[src/core/jtb_cfg.svh]
// Constants of the boundary-scan test port: opcodes, field layouts, cell positions, reset values
`ifndef JTB_CFG_SVH
`define JTB_CFG_SVH

// Instruction register
`define JTB_IR_W 3
`define JTB_IR_CAPTURE 3'h4
`define JTB_OP_EXTEST 3'h0
`define JTB_OP_IDCODE 3'h1
`define JTB_OP_SAMPLE 3'h2
`define JTB_OP_CLAMP 3'h3
`define JTB_OP_FACTORY 3'h5
`define JTB_OP_BYPASS 3'h7

// Identification word layout, values are arbitrary neutral codes
`define JTB_ID_W 32
`define JTB_ID_FIXED 1'h1
`define JTB_ID_MFG 11'h2a5
`define JTB_ID_PART 16'h5a3c
`define JTB_ID_VER 4'h1

// Boundary chain: cell 1 sits next to the serial output
`define JTB_BS_LEN 129
`define JTB_POS_ADDR0 11
`define JTB_POS_BUS_OEN 12
`define JTB_POS_DATA0_OUT 28
`define JTB_POS_DATA0_IN 27
`define JTB_DATA_STEP 2
`define JTB_DATA_W 8
`define JTB_POS_INT_OE 34
`define JTB_POS_INT_OUT 35

// Reset values
`define JTB_RST_BIT 1'h0
`define JTB_TDO_IDLE_N 1'h1
`define JTB_TDO_DRIVE_N 1'h0

`endif

[src/core/jtb_pkg.sv]
// Types shared by the test port controller and its scan logic
package jtb_pkg;

   // Sixteen controller states
   typedef enum logic [3:0] {
      ST_RESET, ST_IDLE,
      ST_SEL_DR, ST_CAP_DR, ST_SHIFT_DR, ST_EXIT1_DR, ST_PAUSE_DR, ST_EXIT2_DR, ST_UPD_DR,
      ST_SEL_IR, ST_CAP_IR, ST_SHIFT_IR, ST_EXIT1_IR, ST_PAUSE_IR, ST_EXIT2_IR, ST_UPD_IR
   } jtb_state_t;

   // Data register placed between serial input and output
   typedef enum logic [1:0] {
      SEL_CHAIN, SEL_IDENT, SEL_BYPASS
   } jtb_dr_t;

endpackage

[src/core/jtb_tap_if.sv]
// Carrier between the scan datapath and the test port controller
`timescale 1ns/100ps
interface jtb_tap_if;
   logic tckRise; // One-cycle pulse at each sampled test-clock rising edge
   logic tmsBit; // Mode-select level aligned with tckRise
   jtb_pkg::jtb_state_t state; // Current controller state

   // Controller side
   modport fsm (
      input tckRise,
      input tmsBit,
      output state
   );

   // Datapath side
   modport core (
      output tckRise,
      output tmsBit,
      input state
   );
endinterface

[src/core/jtb_tap_top.sv]
// Boundary-scan test port: pin sampling, instruction and data registers, serial output
`timescale 1ns/100ps
`include "jtb_cfg.svh"
module jtb_tap_top #(
   parameter logic [10:0] ID_MFG = `JTB_ID_MFG, // Arbitrary maker code
   parameter logic [15:0] ID_PART = `JTB_ID_PART, // Arbitrary part code
   parameter logic [3:0] ID_VER = `JTB_ID_VER // Arbitrary version
) (
   input wire logic sys_clk,
   input wire logic rst,
   input wire logic tck,
   input wire logic tms,
   input wire logic tdi,
   output logic tdo,
   output logic tdoEnableN,
   input wire logic [`JTB_BS_LEN:1] boundaryPinIn,
   input wire logic [`JTB_BS_LEN:1] boundarySysOut,
   output logic [`JTB_BS_LEN:1] boundaryPinOut,
   output logic hostBusDriveEnable,
   output logic [`JTB_DATA_W-1:0] hostBusDataOut,
   output logic interruptPinOutput,
   output logic interruptPinDriveEnable,
   output jtb_pkg::jtb_state_t tapState,
   output logic [`JTB_IR_W-1:0] currentInstruction
);
   import jtb_pkg::*;

   // Opcode decode, shared by the capture, shift and output paths
   // Data register chosen by an opcode; unlisted codes fall to bypass
   function automatic jtb_dr_t drSelect(input logic [`JTB_IR_W-1:0] op);
      jtb_dr_t sel;
      sel = SEL_BYPASS;
      case (op)
         // Code 010 is taken as sample/preload, not float
         `JTB_OP_EXTEST, `JTB_OP_SAMPLE: sel = SEL_CHAIN;
         `JTB_OP_IDCODE: sel = SEL_IDENT;
         // Bypass, clamp, factory and spare codes
         default: sel = SEL_BYPASS;
      endcase
      return sel;
   endfunction

   // Opcodes that drive the pins from the latched chain
   // Sample leaves the pins with the system logic
   function automatic logic pinsFromChain(input logic [`JTB_IR_W-1:0] op);
      return (op == `JTB_OP_EXTEST) || (op == `JTB_OP_CLAMP);
   endfunction

   // Link pins arrive from the tester's clock domain
   // Two stages each before any logic reads them
   // Stages reset low: test clock must be low at release
   // Pin synchronisers and test-clock edge detector
   logic tckSync1_reg, tckSync1_next; // First stage, read only by second
   logic tckSync2_reg, tckSync2_next; // Safe test-clock level
   logic tckPrev_reg, tckPrev_next; // Previous level for edges
   logic tmsSync1_reg, tmsSync1_next; // First stage
   logic tmsSync2_reg, tmsSync2_next; // Safe mode-select
   logic tdiSync1_reg, tdiSync1_next; // First stage
   logic tdiSync2_reg, tdiSync2_next; // Safe serial input
   logic [`JTB_BS_LEN:1] pinSync1_reg, pinSync1_next; // First stage of pin samples
   logic [`JTB_BS_LEN:1] pinSync2_reg, pinSync2_next; // Safe pin samples
   logic tckRise; // Rising edge pulse
   logic tckFall; // Falling edge pulse

   // Scan registers
   // Shift paths move on rises, latches on falls
   logic [`JTB_IR_W-1:0] irShift_reg, irShift_next; // Instruction shift path
   logic [`JTB_IR_W-1:0] irCur_reg, irCur_next; // Current instruction
   logic bypass_reg, bypass_next; // One-bit bypass stage
   logic [`JTB_ID_W-1:0] idShift_reg, idShift_next; // Identification shift path
   logic [`JTB_BS_LEN:1] bsShift_reg, bsShift_next; // Chain shift stages
   logic [`JTB_BS_LEN:1] bsLatch_reg, bsLatch_next; // Chain parallel latches
   logic tdo_reg, tdo_next; // Serial output flop
   logic tdoEnN_reg, tdoEnN_next; // Serial output enable, low drives

   // Pin output flops
   // One stage between latches or system logic and pins
   logic [`JTB_BS_LEN:1] pinOut_reg, pinOut_next; // Driven pin values

   // Decoded helpers
   // Combinational views, no state of their own
   jtb_dr_t drSel; // Register selected by current instruction
   logic [`JTB_ID_W-1:0] idWord; // Identification word
   jtb_state_t st; // Controller state

   // Link to the controller
   // Controller sees only edge pulses and mode-select
   jtb_tap_if tapBus();

   // Controller instance
   // Next-state graph kept in its own module
   jtb_tap_fsm uFsm (
      .sys_clk(sys_clk),
      .rst(rst),
      .bus(tapBus.fsm)
   );

   // Edge pulses from the settled test clock
   // Each pulse is one cycle wide
   // Levels under one cycle may lose an edge
   // Mode-select comes from the same stage depth
   assign tckRise = tckSync2_reg & ~tckPrev_reg;
   assign tckFall = ~tckSync2_reg & tckPrev_reg;
   assign tapBus.tckRise = tckRise;
   assign tapBus.tmsBit = tmsSync2_reg;
   assign st = tapBus.state;

   // Fixed one in bit 0, then maker, part and version
   // Codes are parameters so a product can set its own
   assign idWord = {ID_VER, ID_PART, ID_MFG, `JTB_ID_FIXED};
   assign drSel = drSelect(irCur_reg);

   // Synchroniser next values
   // Plain stage-to-stage copies
   always_comb begin
      tckSync1_next = tck;
      tckSync2_next = tckSync1_reg;
      tckPrev_next = tckSync2_reg;
      tmsSync1_next = tms;
      tmsSync2_next = tmsSync1_reg;
      tdiSync1_next = tdi;
      tdiSync2_next = tdiSync1_reg;
      pinSync1_next = boundaryPinIn;
      pinSync2_next = pinSync1_reg;
   end

   // Synchroniser registers
   // Reset clears all stages to the idle low level
   always_ff @(posedge sys_clk) begin
      if (rst) begin
         tckSync1_reg <= `JTB_RST_BIT;
         tckSync2_reg <= `JTB_RST_BIT;
         tckPrev_reg <= `JTB_RST_BIT;
         tmsSync1_reg <= `JTB_RST_BIT;
         tmsSync2_reg <= `JTB_RST_BIT;
         tdiSync1_reg <= `JTB_RST_BIT;
         tdiSync2_reg <= `JTB_RST_BIT;
         pinSync1_reg <= '0;
         pinSync2_reg <= '0;
      end else begin
         tckSync1_reg <= tckSync1_next;
         tckSync2_reg <= tckSync2_next;
         tckPrev_reg <= tckPrev_next;
         tmsSync1_reg <= tmsSync1_next;
         tmsSync2_reg <= tmsSync2_next;
         tdiSync1_reg <= tdiSync1_next;
         tdiSync2_reg <= tdiSync2_next;
         pinSync1_reg <= pinSync1_next;
         pinSync2_reg <= pinSync2_next;
      end
   end

   // Scan register next values
   // All scan state but the current instruction in reset holds between edges
   // Rises capture and shift, falls update and drive out
   // A slow or stopped test clock is therefore harmless
   always_comb begin
      irShift_next = irShift_reg;
      irCur_next = irCur_reg; // Held outside update and reset
      bypass_next = bypass_reg;
      idShift_next = idShift_reg;
      bsShift_next = bsShift_reg;
      bsLatch_next = bsLatch_reg; // Latches move in Update-DR only
      tdo_next = tdo_reg;
      tdoEnN_next = tdoEnN_reg;

      // Reset state restores the identification instruction
      // Forced every cycle so a shifted code cannot linger
      if (st == ST_RESET) begin
         irCur_next = `JTB_OP_IDCODE;
      end

      // Rising edge actions: capture and shift
      // In data states only the register selected by the current instruction moves
      if (tckRise) begin
         unique case (st)
            // Fixed pattern into instruction path
            // Low two bits zero, top bit one
            ST_CAP_IR: begin
               irShift_next = `JTB_IR_CAPTURE;
            end
            // Instruction bits enter at the top, leave at bit 0
            ST_SHIFT_IR: begin
               irShift_next = {tdiSync2_reg, irShift_reg[`JTB_IR_W-1:1]};
            end
            // Parallel load of the selected register
            // Bypass captures zero, identification its fixed word
            ST_CAP_DR: begin
               unique case (drSel)
                  // Pin samples only under extest or sample
                  SEL_CHAIN: bsShift_next = pinSync2_reg;
                  SEL_IDENT: idShift_next = idWord;
                  SEL_BYPASS: bypass_next = `JTB_RST_BIT;
               endcase
            end
            // One stage toward the output per edge
            // Serial input enters at the far end
            ST_SHIFT_DR: begin
               unique case (drSel)
                  SEL_CHAIN: bsShift_next = {tdiSync2_reg, bsShift_reg[`JTB_BS_LEN:2]};
                  // Least bit of the word leaves first
                  SEL_IDENT: idShift_next = {tdiSync2_reg, idShift_reg[`JTB_ID_W-1:1]};
                  // Single stage gives one clock of delay
                  SEL_BYPASS: bypass_next = tdiSync2_reg;
               endcase
            end
            // Pause, exit, select and update keep every stage
            // Explicit hold keeps every path assigned
            default: begin
               irShift_next = irShift_reg;
            end
         endcase
      end

      // Falling edge actions: updates and serial output
      // Updates land half a period after the rise into the update state
      if (tckFall) begin
         // Chain copied to latches only when it is selected
         if (st == ST_UPD_DR && drSel == SEL_CHAIN) begin
            bsLatch_next = bsShift_reg;
         end
         // New instruction becomes current
         if (st == ST_UPD_IR) begin
            irCur_next = irShift_reg;
         end
         // Output follows the path in use, floats elsewhere
         // Changing on the fall gives the tester a full half period
         // Instruction path: least bit leaves first
         if (st == ST_SHIFT_IR) begin
            tdo_next = irShift_reg[0];
            tdoEnN_next = `JTB_TDO_DRIVE_N;
         // Data path chosen by the current instruction
         end else if (st == ST_SHIFT_DR) begin
            tdoEnN_next = `JTB_TDO_DRIVE_N;
            unique case (drSel)
               SEL_CHAIN: tdo_next = bsShift_reg[1];
               SEL_IDENT: tdo_next = idShift_reg[0];
               SEL_BYPASS: tdo_next = bypass_reg;
            endcase
         end else begin
            // Released: the board pull-up sets the level
            tdoEnN_next = `JTB_TDO_IDLE_N;
         end
      end
   end

   // Scan registers
   // Only these flops hold scan state
   // Reset leaves the identification instruction current
   always_ff @(posedge sys_clk) begin
      if (rst) begin
         irShift_reg <= `JTB_IR_CAPTURE;
         irCur_reg <= `JTB_OP_IDCODE;
         bypass_reg <= `JTB_RST_BIT;
         idShift_reg <= '0;
         bsShift_reg <= '0;
         bsLatch_reg <= '0;
         tdo_reg <= `JTB_RST_BIT;
         tdoEnN_reg <= `JTB_TDO_IDLE_N;
      end else begin
         irShift_reg <= irShift_next;
         irCur_reg <= irCur_next;
         bypass_reg <= bypass_next;
         idShift_reg <= idShift_next;
         bsShift_reg <= bsShift_next;
         bsLatch_reg <= bsLatch_next;
         tdo_reg <= tdo_next;
         tdoEnN_reg <= tdoEnN_next;
      end
   end

   // Pin drive: latched chain under extest or clamp, system values otherwise
   // One flop stage keeps decode glitches off the pins
   // Clamp holds pins from latches that its bypass cannot change
   always_comb begin
      if (pinsFromChain(irCur_reg)) begin
         pinOut_next = bsLatch_reg;
      end else begin
         // Normal operation untouched, including reset state
         pinOut_next = boundarySysOut;
      end
   end

   // Pin output flops
   // Reset drives every pin low
   always_ff @(posedge sys_clk) begin
      if (rst) begin
         pinOut_reg <= '0;
      end else begin
         pinOut_reg <= pinOut_next;
      end
   end

   // Data bus cells: output cell then input cell per bit
   // Input cells only observe, so they need no output
   always_comb begin
      hostBusDataOut = '0;
      for (int i = 0; i < `JTB_DATA_W; i++) begin
         hostBusDataOut[i] = pinOut_reg[`JTB_POS_DATA0_OUT - `JTB_DATA_STEP * i];
      end
   end

   // Named cells for bus enable and interrupt pin
   // Positions fixed by the chain layout constants
   assign hostBusDriveEnable = pinOut_reg[`JTB_POS_BUS_OEN];
   assign interruptPinOutput = pinOut_reg[`JTB_POS_INT_OUT];
   assign interruptPinDriveEnable = pinOut_reg[`JTB_POS_INT_OE];

   // Serial output and status
   // Status ports let a monitor follow the controller
   assign boundaryPinOut = pinOut_reg;
   assign tdo = tdo_reg;
   assign tdoEnableN = tdoEnN_reg;
   assign tapState = st;
   assign currentInstruction = irCur_reg;

endmodule

[src/core/jtb_tap_fsm.sv]
// Sixteen-state test port controller, stepped by sampled test-clock edges
`timescale 1ns/100ps
module jtb_tap_fsm (
   input wire logic sys_clk,
   input wire logic rst,
   jtb_tap_if.fsm bus
);
   import jtb_pkg::*;

   jtb_state_t state_reg; // Present controller state
   jtb_state_t state_next; // Next controller state

   // Next state, moves only on a test-clock rising edge
   always_comb begin
      state_next = state_reg; // Hold between edges
      if (bus.tckRise) begin
         unique case (state_reg)
            // Mode-select high keeps reset; five highs reach it from anywhere
            ST_RESET: state_next = bus.tmsBit ? ST_RESET : ST_IDLE;
            ST_IDLE: state_next = bus.tmsBit ? ST_SEL_DR : ST_IDLE;
            ST_SEL_DR: state_next = bus.tmsBit ? ST_SEL_IR : ST_CAP_DR;
            ST_CAP_DR: state_next = bus.tmsBit ? ST_EXIT1_DR : ST_SHIFT_DR;
            ST_SHIFT_DR: state_next = bus.tmsBit ? ST_EXIT1_DR : ST_SHIFT_DR;
            ST_EXIT1_DR: state_next = bus.tmsBit ? ST_UPD_DR : ST_PAUSE_DR;
            ST_PAUSE_DR: state_next = bus.tmsBit ? ST_EXIT2_DR : ST_PAUSE_DR;
            ST_EXIT2_DR: state_next = bus.tmsBit ? ST_UPD_DR : ST_SHIFT_DR;
            ST_UPD_DR: state_next = bus.tmsBit ? ST_SEL_DR : ST_IDLE;
            ST_SEL_IR: state_next = bus.tmsBit ? ST_RESET : ST_CAP_IR;
            ST_CAP_IR: state_next = bus.tmsBit ? ST_EXIT1_IR : ST_SHIFT_IR;
            ST_SHIFT_IR: state_next = bus.tmsBit ? ST_EXIT1_IR : ST_SHIFT_IR;
            ST_EXIT1_IR: state_next = bus.tmsBit ? ST_UPD_IR : ST_PAUSE_IR;
            ST_PAUSE_IR: state_next = bus.tmsBit ? ST_EXIT2_IR : ST_PAUSE_IR;
            ST_EXIT2_IR: state_next = bus.tmsBit ? ST_UPD_IR : ST_SHIFT_IR;
            ST_UPD_IR: state_next = bus.tmsBit ? ST_SEL_DR : ST_IDLE;
         endcase
      end
   end

   // State register, reset enters Test-Logic-Reset
   always_ff @(posedge sys_clk) begin
      if (rst) begin
         state_reg <= ST_RESET;
      end else begin
         state_reg <= state_next;
      end
   end

   // Present state to the datapath
   assign bus.state = state_reg;

endmodule

[config.mk]
export PLATFORM = sky130hd
export DESIGN_NAME = jtb_tap_top
export DESIGN_NICKNAME = d
export VERILOG_FILES = /design/src/core/jtb_pkg.sv /design/src/core/jtb_tap_if.sv /design/src/core/jtb_tap_top.sv /design/src/core/jtb_tap_fsm.sv
export VERILOG_INCLUDE_DIRS = /design/src /design/src/core
export SDC_FILE = /design/constraint.sdc
export NUM_CORES = 1
export LEC_CHECK = 0
export BUFFER_PORTS_ARGS = -buffer_cell sky130_fd_sc_hd__buf_2
export CORE_MARGIN = 5
export CORE_UTILIZATION = 30
export CTS_CLUSTER_SIZE = 16
export DETAILED_ROUTE_END_ITERATION = 12
export PLACE_DENSITY = 0.5
export SYNTH_ARGS = -nofsm -noshare
export SYNTH_HDL_FRONTEND = slang
export SYNTH_SLANG_ARGS = --single-unit
export TNS_END_PERCENT = 30
[constraint.sdc]
create_clock -name sys_clk -period 6.08 [get_ports sys_clk]
set_input_delay 1.52 -clock sys_clk [delete_from_list [all_inputs] [get_ports sys_clk]]
set_output_delay 1.52 -clock sys_clk [all_outputs]
set_load 0.05 [all_outputs]
# --- Word level (Yosys, flattened, before mapping) ---
# Index checks and enable logic that the tools add are counted.
word_totals:
  inputBits: 263
  word_cells: 100
  out_inout_bits: 149
  regBits: 697
op_classes:
  bitwise_logic: 4
  reduce_logical: 18
  mux: 33
  eq_ne: 26
op_table:
  columns: ["operator", "n"]
  rows:
  - ["$mux 129", 3]
  - ["$pmux 129 s2", 1]
  - ["$mux 32", 2]
  - ["$pmux 32 s2", 1]
  - ["$pmux 4 s12", 1]
  - ["$eq 4x4->1 const B", 8]
  - ["$eq 4x3->1 const B", 4]
  - ["$mux 4", 4]
  - ["$mux 3", 5]
  - ["$reduce_and 4->1", 3]
  - ["$mux 1", 9]
  - ["$eq 4x2->1 const B", 2]
  - ["$ne 2x2->1 const B", 4]
  - ["$eq 3x2->1 const B", 2]
  - ["$mux 2", 3]
  - ["$pmux 3 s2", 1]
  - ["$reduce_and 2->1", 3]
  - ["$reduce_bool 2->1", 3]
  - ["$reduce_or 2->1", 3]
  - ["$eq 4x1->1 const B", 1]
  - ["$logic_not 4->1", 1]
  - ["$ne 2x1->1 const B", 2]
  - ["$pmux 2 s2", 1]
  - ["$eq 3x1->1 const B", 1]
  - ["11 further kinds", 13]

# --- Longest topological paths before layout ---
logic_depth:
  word_depth: 7
  ltp_mapped: 7
  ltp_nobuf: 4

# --- Cells and area by module ---
# A second synthesis with hierarchy kept.
hier_totals:
  cells_unflattened: 2664
  hier_area_um2: 23453.7
modules_own_cells:
  columns: ["mod", "area_each_um2", "instances", "cells_each"]
  rows:
  - ["jtb_tap_top", 23093.4, 1, 2621]
  - ["jtb_tap_fsm", 360.3, 1, 43]

# --- Worst setup path after synthesis ---
# OpenSTA, ideal clock, no wires.
synth_timing:
  path_type: "input -> register"
  from: "in rst"
  to: "reg tdo_reg, in the netlist tdo"
  t_arrival_ps: 2391
  setup_time_ps: 131
  cell_stages: 4
  path_buffers: 3
  path_slack_ps: 3559
  path_cell_list: "clkbuf_1 clkbuf_1 clkbuf_1 nor3_1"
synth_rtl:
  columns: ["item", "line", "rtl"]
  rows:
  - ["start: declaration", "jtb_tap_top.sv:10", "input wire logic rst,"]
  - ["end signal: assignment", "jtb_tap_top.sv:258", "tdo_reg <= `JTB_RST_BIT;"]
  - ["end signal: assignment", "jtb_tap_top.sv:267", "tdo_reg <= tdo_next;"]
  - ["end: declaration", "jtb_tap_top.sv:73", "logic tdo_reg, tdo_next;"]
# No word-level cell between the ends.

# --- Worst setup path in the final report ---
layout_timing:
  from: "reg uFsm.state_reg[0], in the netlist uFsm.bus.state[0]"
  to: "out tapState[0]"
layout_rtl:
  columns: ["item", "line", "rtl"]
  rows:
  - ["start: declaration", "jtb_tap_fsm.sv:10", "jtb_state_t state_reg;"]
  - ["start signal: assignment", "jtb_tap_fsm.sv:44", "state_reg <= state_next;"]
  - ["end: declaration", "jtb_tap_top.sv:23", "output jtb_pkg::jtb_state_t tapState,"]
# No word-level cell between the ends.

==> impl_metrics.toml <==
[hold_path]
hold_depth = 1
holdPathEnd = "pinSync2_reg[1]"
worstHoldPathType = "flop to flop"
hold_path_startpoint = "pinSync1_reg[1]"

[floorplanning]
core_um2 = 77500
die_area_um2 = 83700
die_x_um = 289
io_pins = 412
initial_core_util_pct = 30.2
std_cell_rows = 102
die_h_um = 289

[worst_setup_path]
crit_arrival_ns = 1.80
path_class = "flop to primary output"
r2r_setup_slack_ns = 2.79
crit_cells = 1
reg2reg_from = "uFsm.bus.state[2]"
path_max_fanout = 19
startpoint_type = "flop"
crit_chain = "buf_2"
critPathSlowestCell = "dfxtp_1"
rr_endpoint = "bsShift_reg[100]"
worst_ep_required_time_ns = 4.56
end_kind = "primary output"
path_buf_inv = 1
path_delay_family = "flip-flops"
slowest_delay_ns = 0.75
r2r_cells = 6

[sta]
finalSetupTns_ns = 0
skew_ns = 0.0336
worst_slew_pin_slew_ns = 0.969
period_needed_ns = 3.32
period_share_pct = 54.6
rsz0062_at_grt = "false"
max_freq_mhz = 301
setup_viol = 0
setup_ws_ns = 2.76
finalMaxSlewViolations = 0
hold_viol = 0
slew_headroom_pct = 35.4

[clocking]
cts_setup_buffers = 0
clk_latency_ns = 0.62
cts-resized-gates = 0
clock-sinks = 697
cts_tree = "built"
clk_pin_slew_ns = 0.06
cts_hold_buf = 0
cts_root_buf = "clkbuf_16"
cts_buffer_depth = 3
htree_levels = 3
cts_buffers = 78

[global_routing]
grt-ovfl-total = 0
antenna_found_initial = 7
grt_pass1_wl_um = 96500
track_usage_pct = 14.2
grt_max_degree = 150
grt_pass1_vias = 17000

[finish]
layout-drive-gt1-share_pct = 19.0
area_growth_pct = 23.6
final_cell_mix = "794 x nand2_1, 697 x dfxtp_1, 410 x buf_2"
fin_nets = 3215
final_common_cell = "nand2_1"

[synth]
ys_seq_elements = 697
syn_area_per_cell_um2 = 8.79
syn_inst = 2662
ys_types = 36
ys_seq_area_share_pct = 59.6
synth_fp_nets = 2925
yosys_warnings = 0
syn_area_um2 = 23400

[drt]
drtPass1Iterations = 5
ant_nets = 0
drt_iter0_markers = 999
drc = 0
wl_per_cell_um = 15.4
vias = 17900
routed_wl_um = 62500
vias_per_cell = 4.41

[placement]
finalWeightedCongestion = 0.737
dp_slack_ns = 2.79
io_buffer_count = 411
hpwl_um = 38300

[run_status]
status = "complete, no violations"

[power_and_ir_drop]
p_per_area_nw_per_um2 = 355
vdd_ir_drop_max_v = 0.000184
p_leak_nw = 11.0

[flow_run]
maxCapViolations = 0
-- kinds of logic (layout without fill, tap and decap cells) --
| logic type | after synthesis | count (layout) | share of synthesized area [%] |
|---|---|---|---|
| xor gates and xnor gates | 3 | 3 | 0.112 |
| other | 0 | 5 | 0 |
| and+or+nand+nor | 1280 | 1280 | 23.9 |
| buffers and inverters | 225 | 577 | 4.04 |
| AOI/OAI and AO/OA | 454 | 454 | 12.2 |
| muxes | 3 | 3 | 0.128 |
| DFF | 697 | 697 | 59.6 |
-- layout make-up --
type / count / area, um2
antenna: 5 / 12.5
clock buffer: 111 / 2310
clock inverter: 31 / 484
fill: 8039 / 48500
inverter: 3 / 11.3
multi-input combinational: 1740 / 8570
sequential: 697 / 14000
tap: 1040 / 1300
timing repair buffer: 432 / 2290
-- power by group --
group,switching (mW),internal [mW]
combinational,0.348,0.170
clock,1.94,3.09
sequential,0.0366,4.70
total,2.33,7.95
-- layer usage --
metal | global-route usage [%] | vias to the layer above | wire, um | share of wire (%)
met3 | 3.37 | 94 | 3450 | 5.5
met2 | 22.7 | 323 | 28800 | 46
met1 | 19.3 | 8203 | 29000 | 46
met5 | 0 | - | 13 | 0.021
li1 | - | 9276 | - | -
met4 | 4.00 | 2 | 1200 | 1.9
-- cell usage after synthesis --
cell type | number | area (um2)
nor2b_1 | 268 | 1680
nand2b_1 | 9 | 56.3
or4b_2 | 1 | 10.0
nor3b_1 | 2 | 15.0
a2111oi_4 | 1 | 27.5
dfxtp_1 | 697 | 14000
nand3_1 | 19 | 95.1
buf_2 | 17 | 85.1
xnor2_1 | 3 | 26.3
nand4b_1 | 1 | 8.76
nor3_1 | 5 | 25.0
a31o_2 | 1 | 8.76
nand3b_1 | 4 | 30.0
a211oi_1 | 19 | 143
a311oi_1 | 130 | 1140
or3b_1 | 2 | 17.5
o21ai_0 | 4 | 20.0
and2_1 | 1 | 6.26
nor2_1 | 168 | 631
buf_1 | 4 | 15.0
nand4_1 | 1 | 6.26
or4_1 | 1 | 7.51
nand2_1 | 794 | 2980
or3b_2 | 1 | 8.76
inv_1 | 3 | 11.3
a211o_1 | 1 | 8.76
clkbuf_1 | 180 | 676
o22ai_1 | 1 | 6.26
o211ai_1 | 4 | 30.0
a31oi_1 | 3 | 18.8
a21oi_1 | 288 | 1440
buf_4 | 21 | 158
mux2i_1 | 3 | 30.0
o21bai_1 | 2 | 15.0
nor4b_1 | 2 | 17.5
and3_1 | 1 | 6.26
-- metrics by stage --
stage                     util, %  total power, mW  cells  hold slack (ns)  cell area [um2]
after floorplan                 -             5.18   2662            0.414            23400
after global placement       33.7             5.36   3912            0.415            26100
after detailed placement     33.7             5.36   3912            0.421            26100
after CTS                    37.3             10.5   4054            0.411            28900
after global routing         37.3             10.7   4057            0.433            28900
final                        37.3             10.3   4059            0.415            28900
-- worst max path at each step --
stage                                 start          endpoint  slack (ns)
final                     uFsm.bus.state[0]       tapState[0]        2.76
after floorplan                         rst               tdo        3.56
after global routing      uFsm.bus.state[2]  bsShift_reg[111]        2.51
after global placement    uFsm.bus.state[2]   bsShift_reg[98]        2.87
after CTS                 uFsm.bus.state[0]       tapState[0]        2.72
after detailed placement  uFsm.bus.state[2]  bsShift_reg[100]        2.79
-- worst reg2reg max path: stages, from the launching register on --
cell and delay (ns):
dfxtp_1 0.74, or3b_1 0.53, a2111oi_4 0.45, buf_4 0.60, buf_4 0.52, nor2_1 0.11, a311oi_1 0.24
Power figures use the tool's default switching activity.
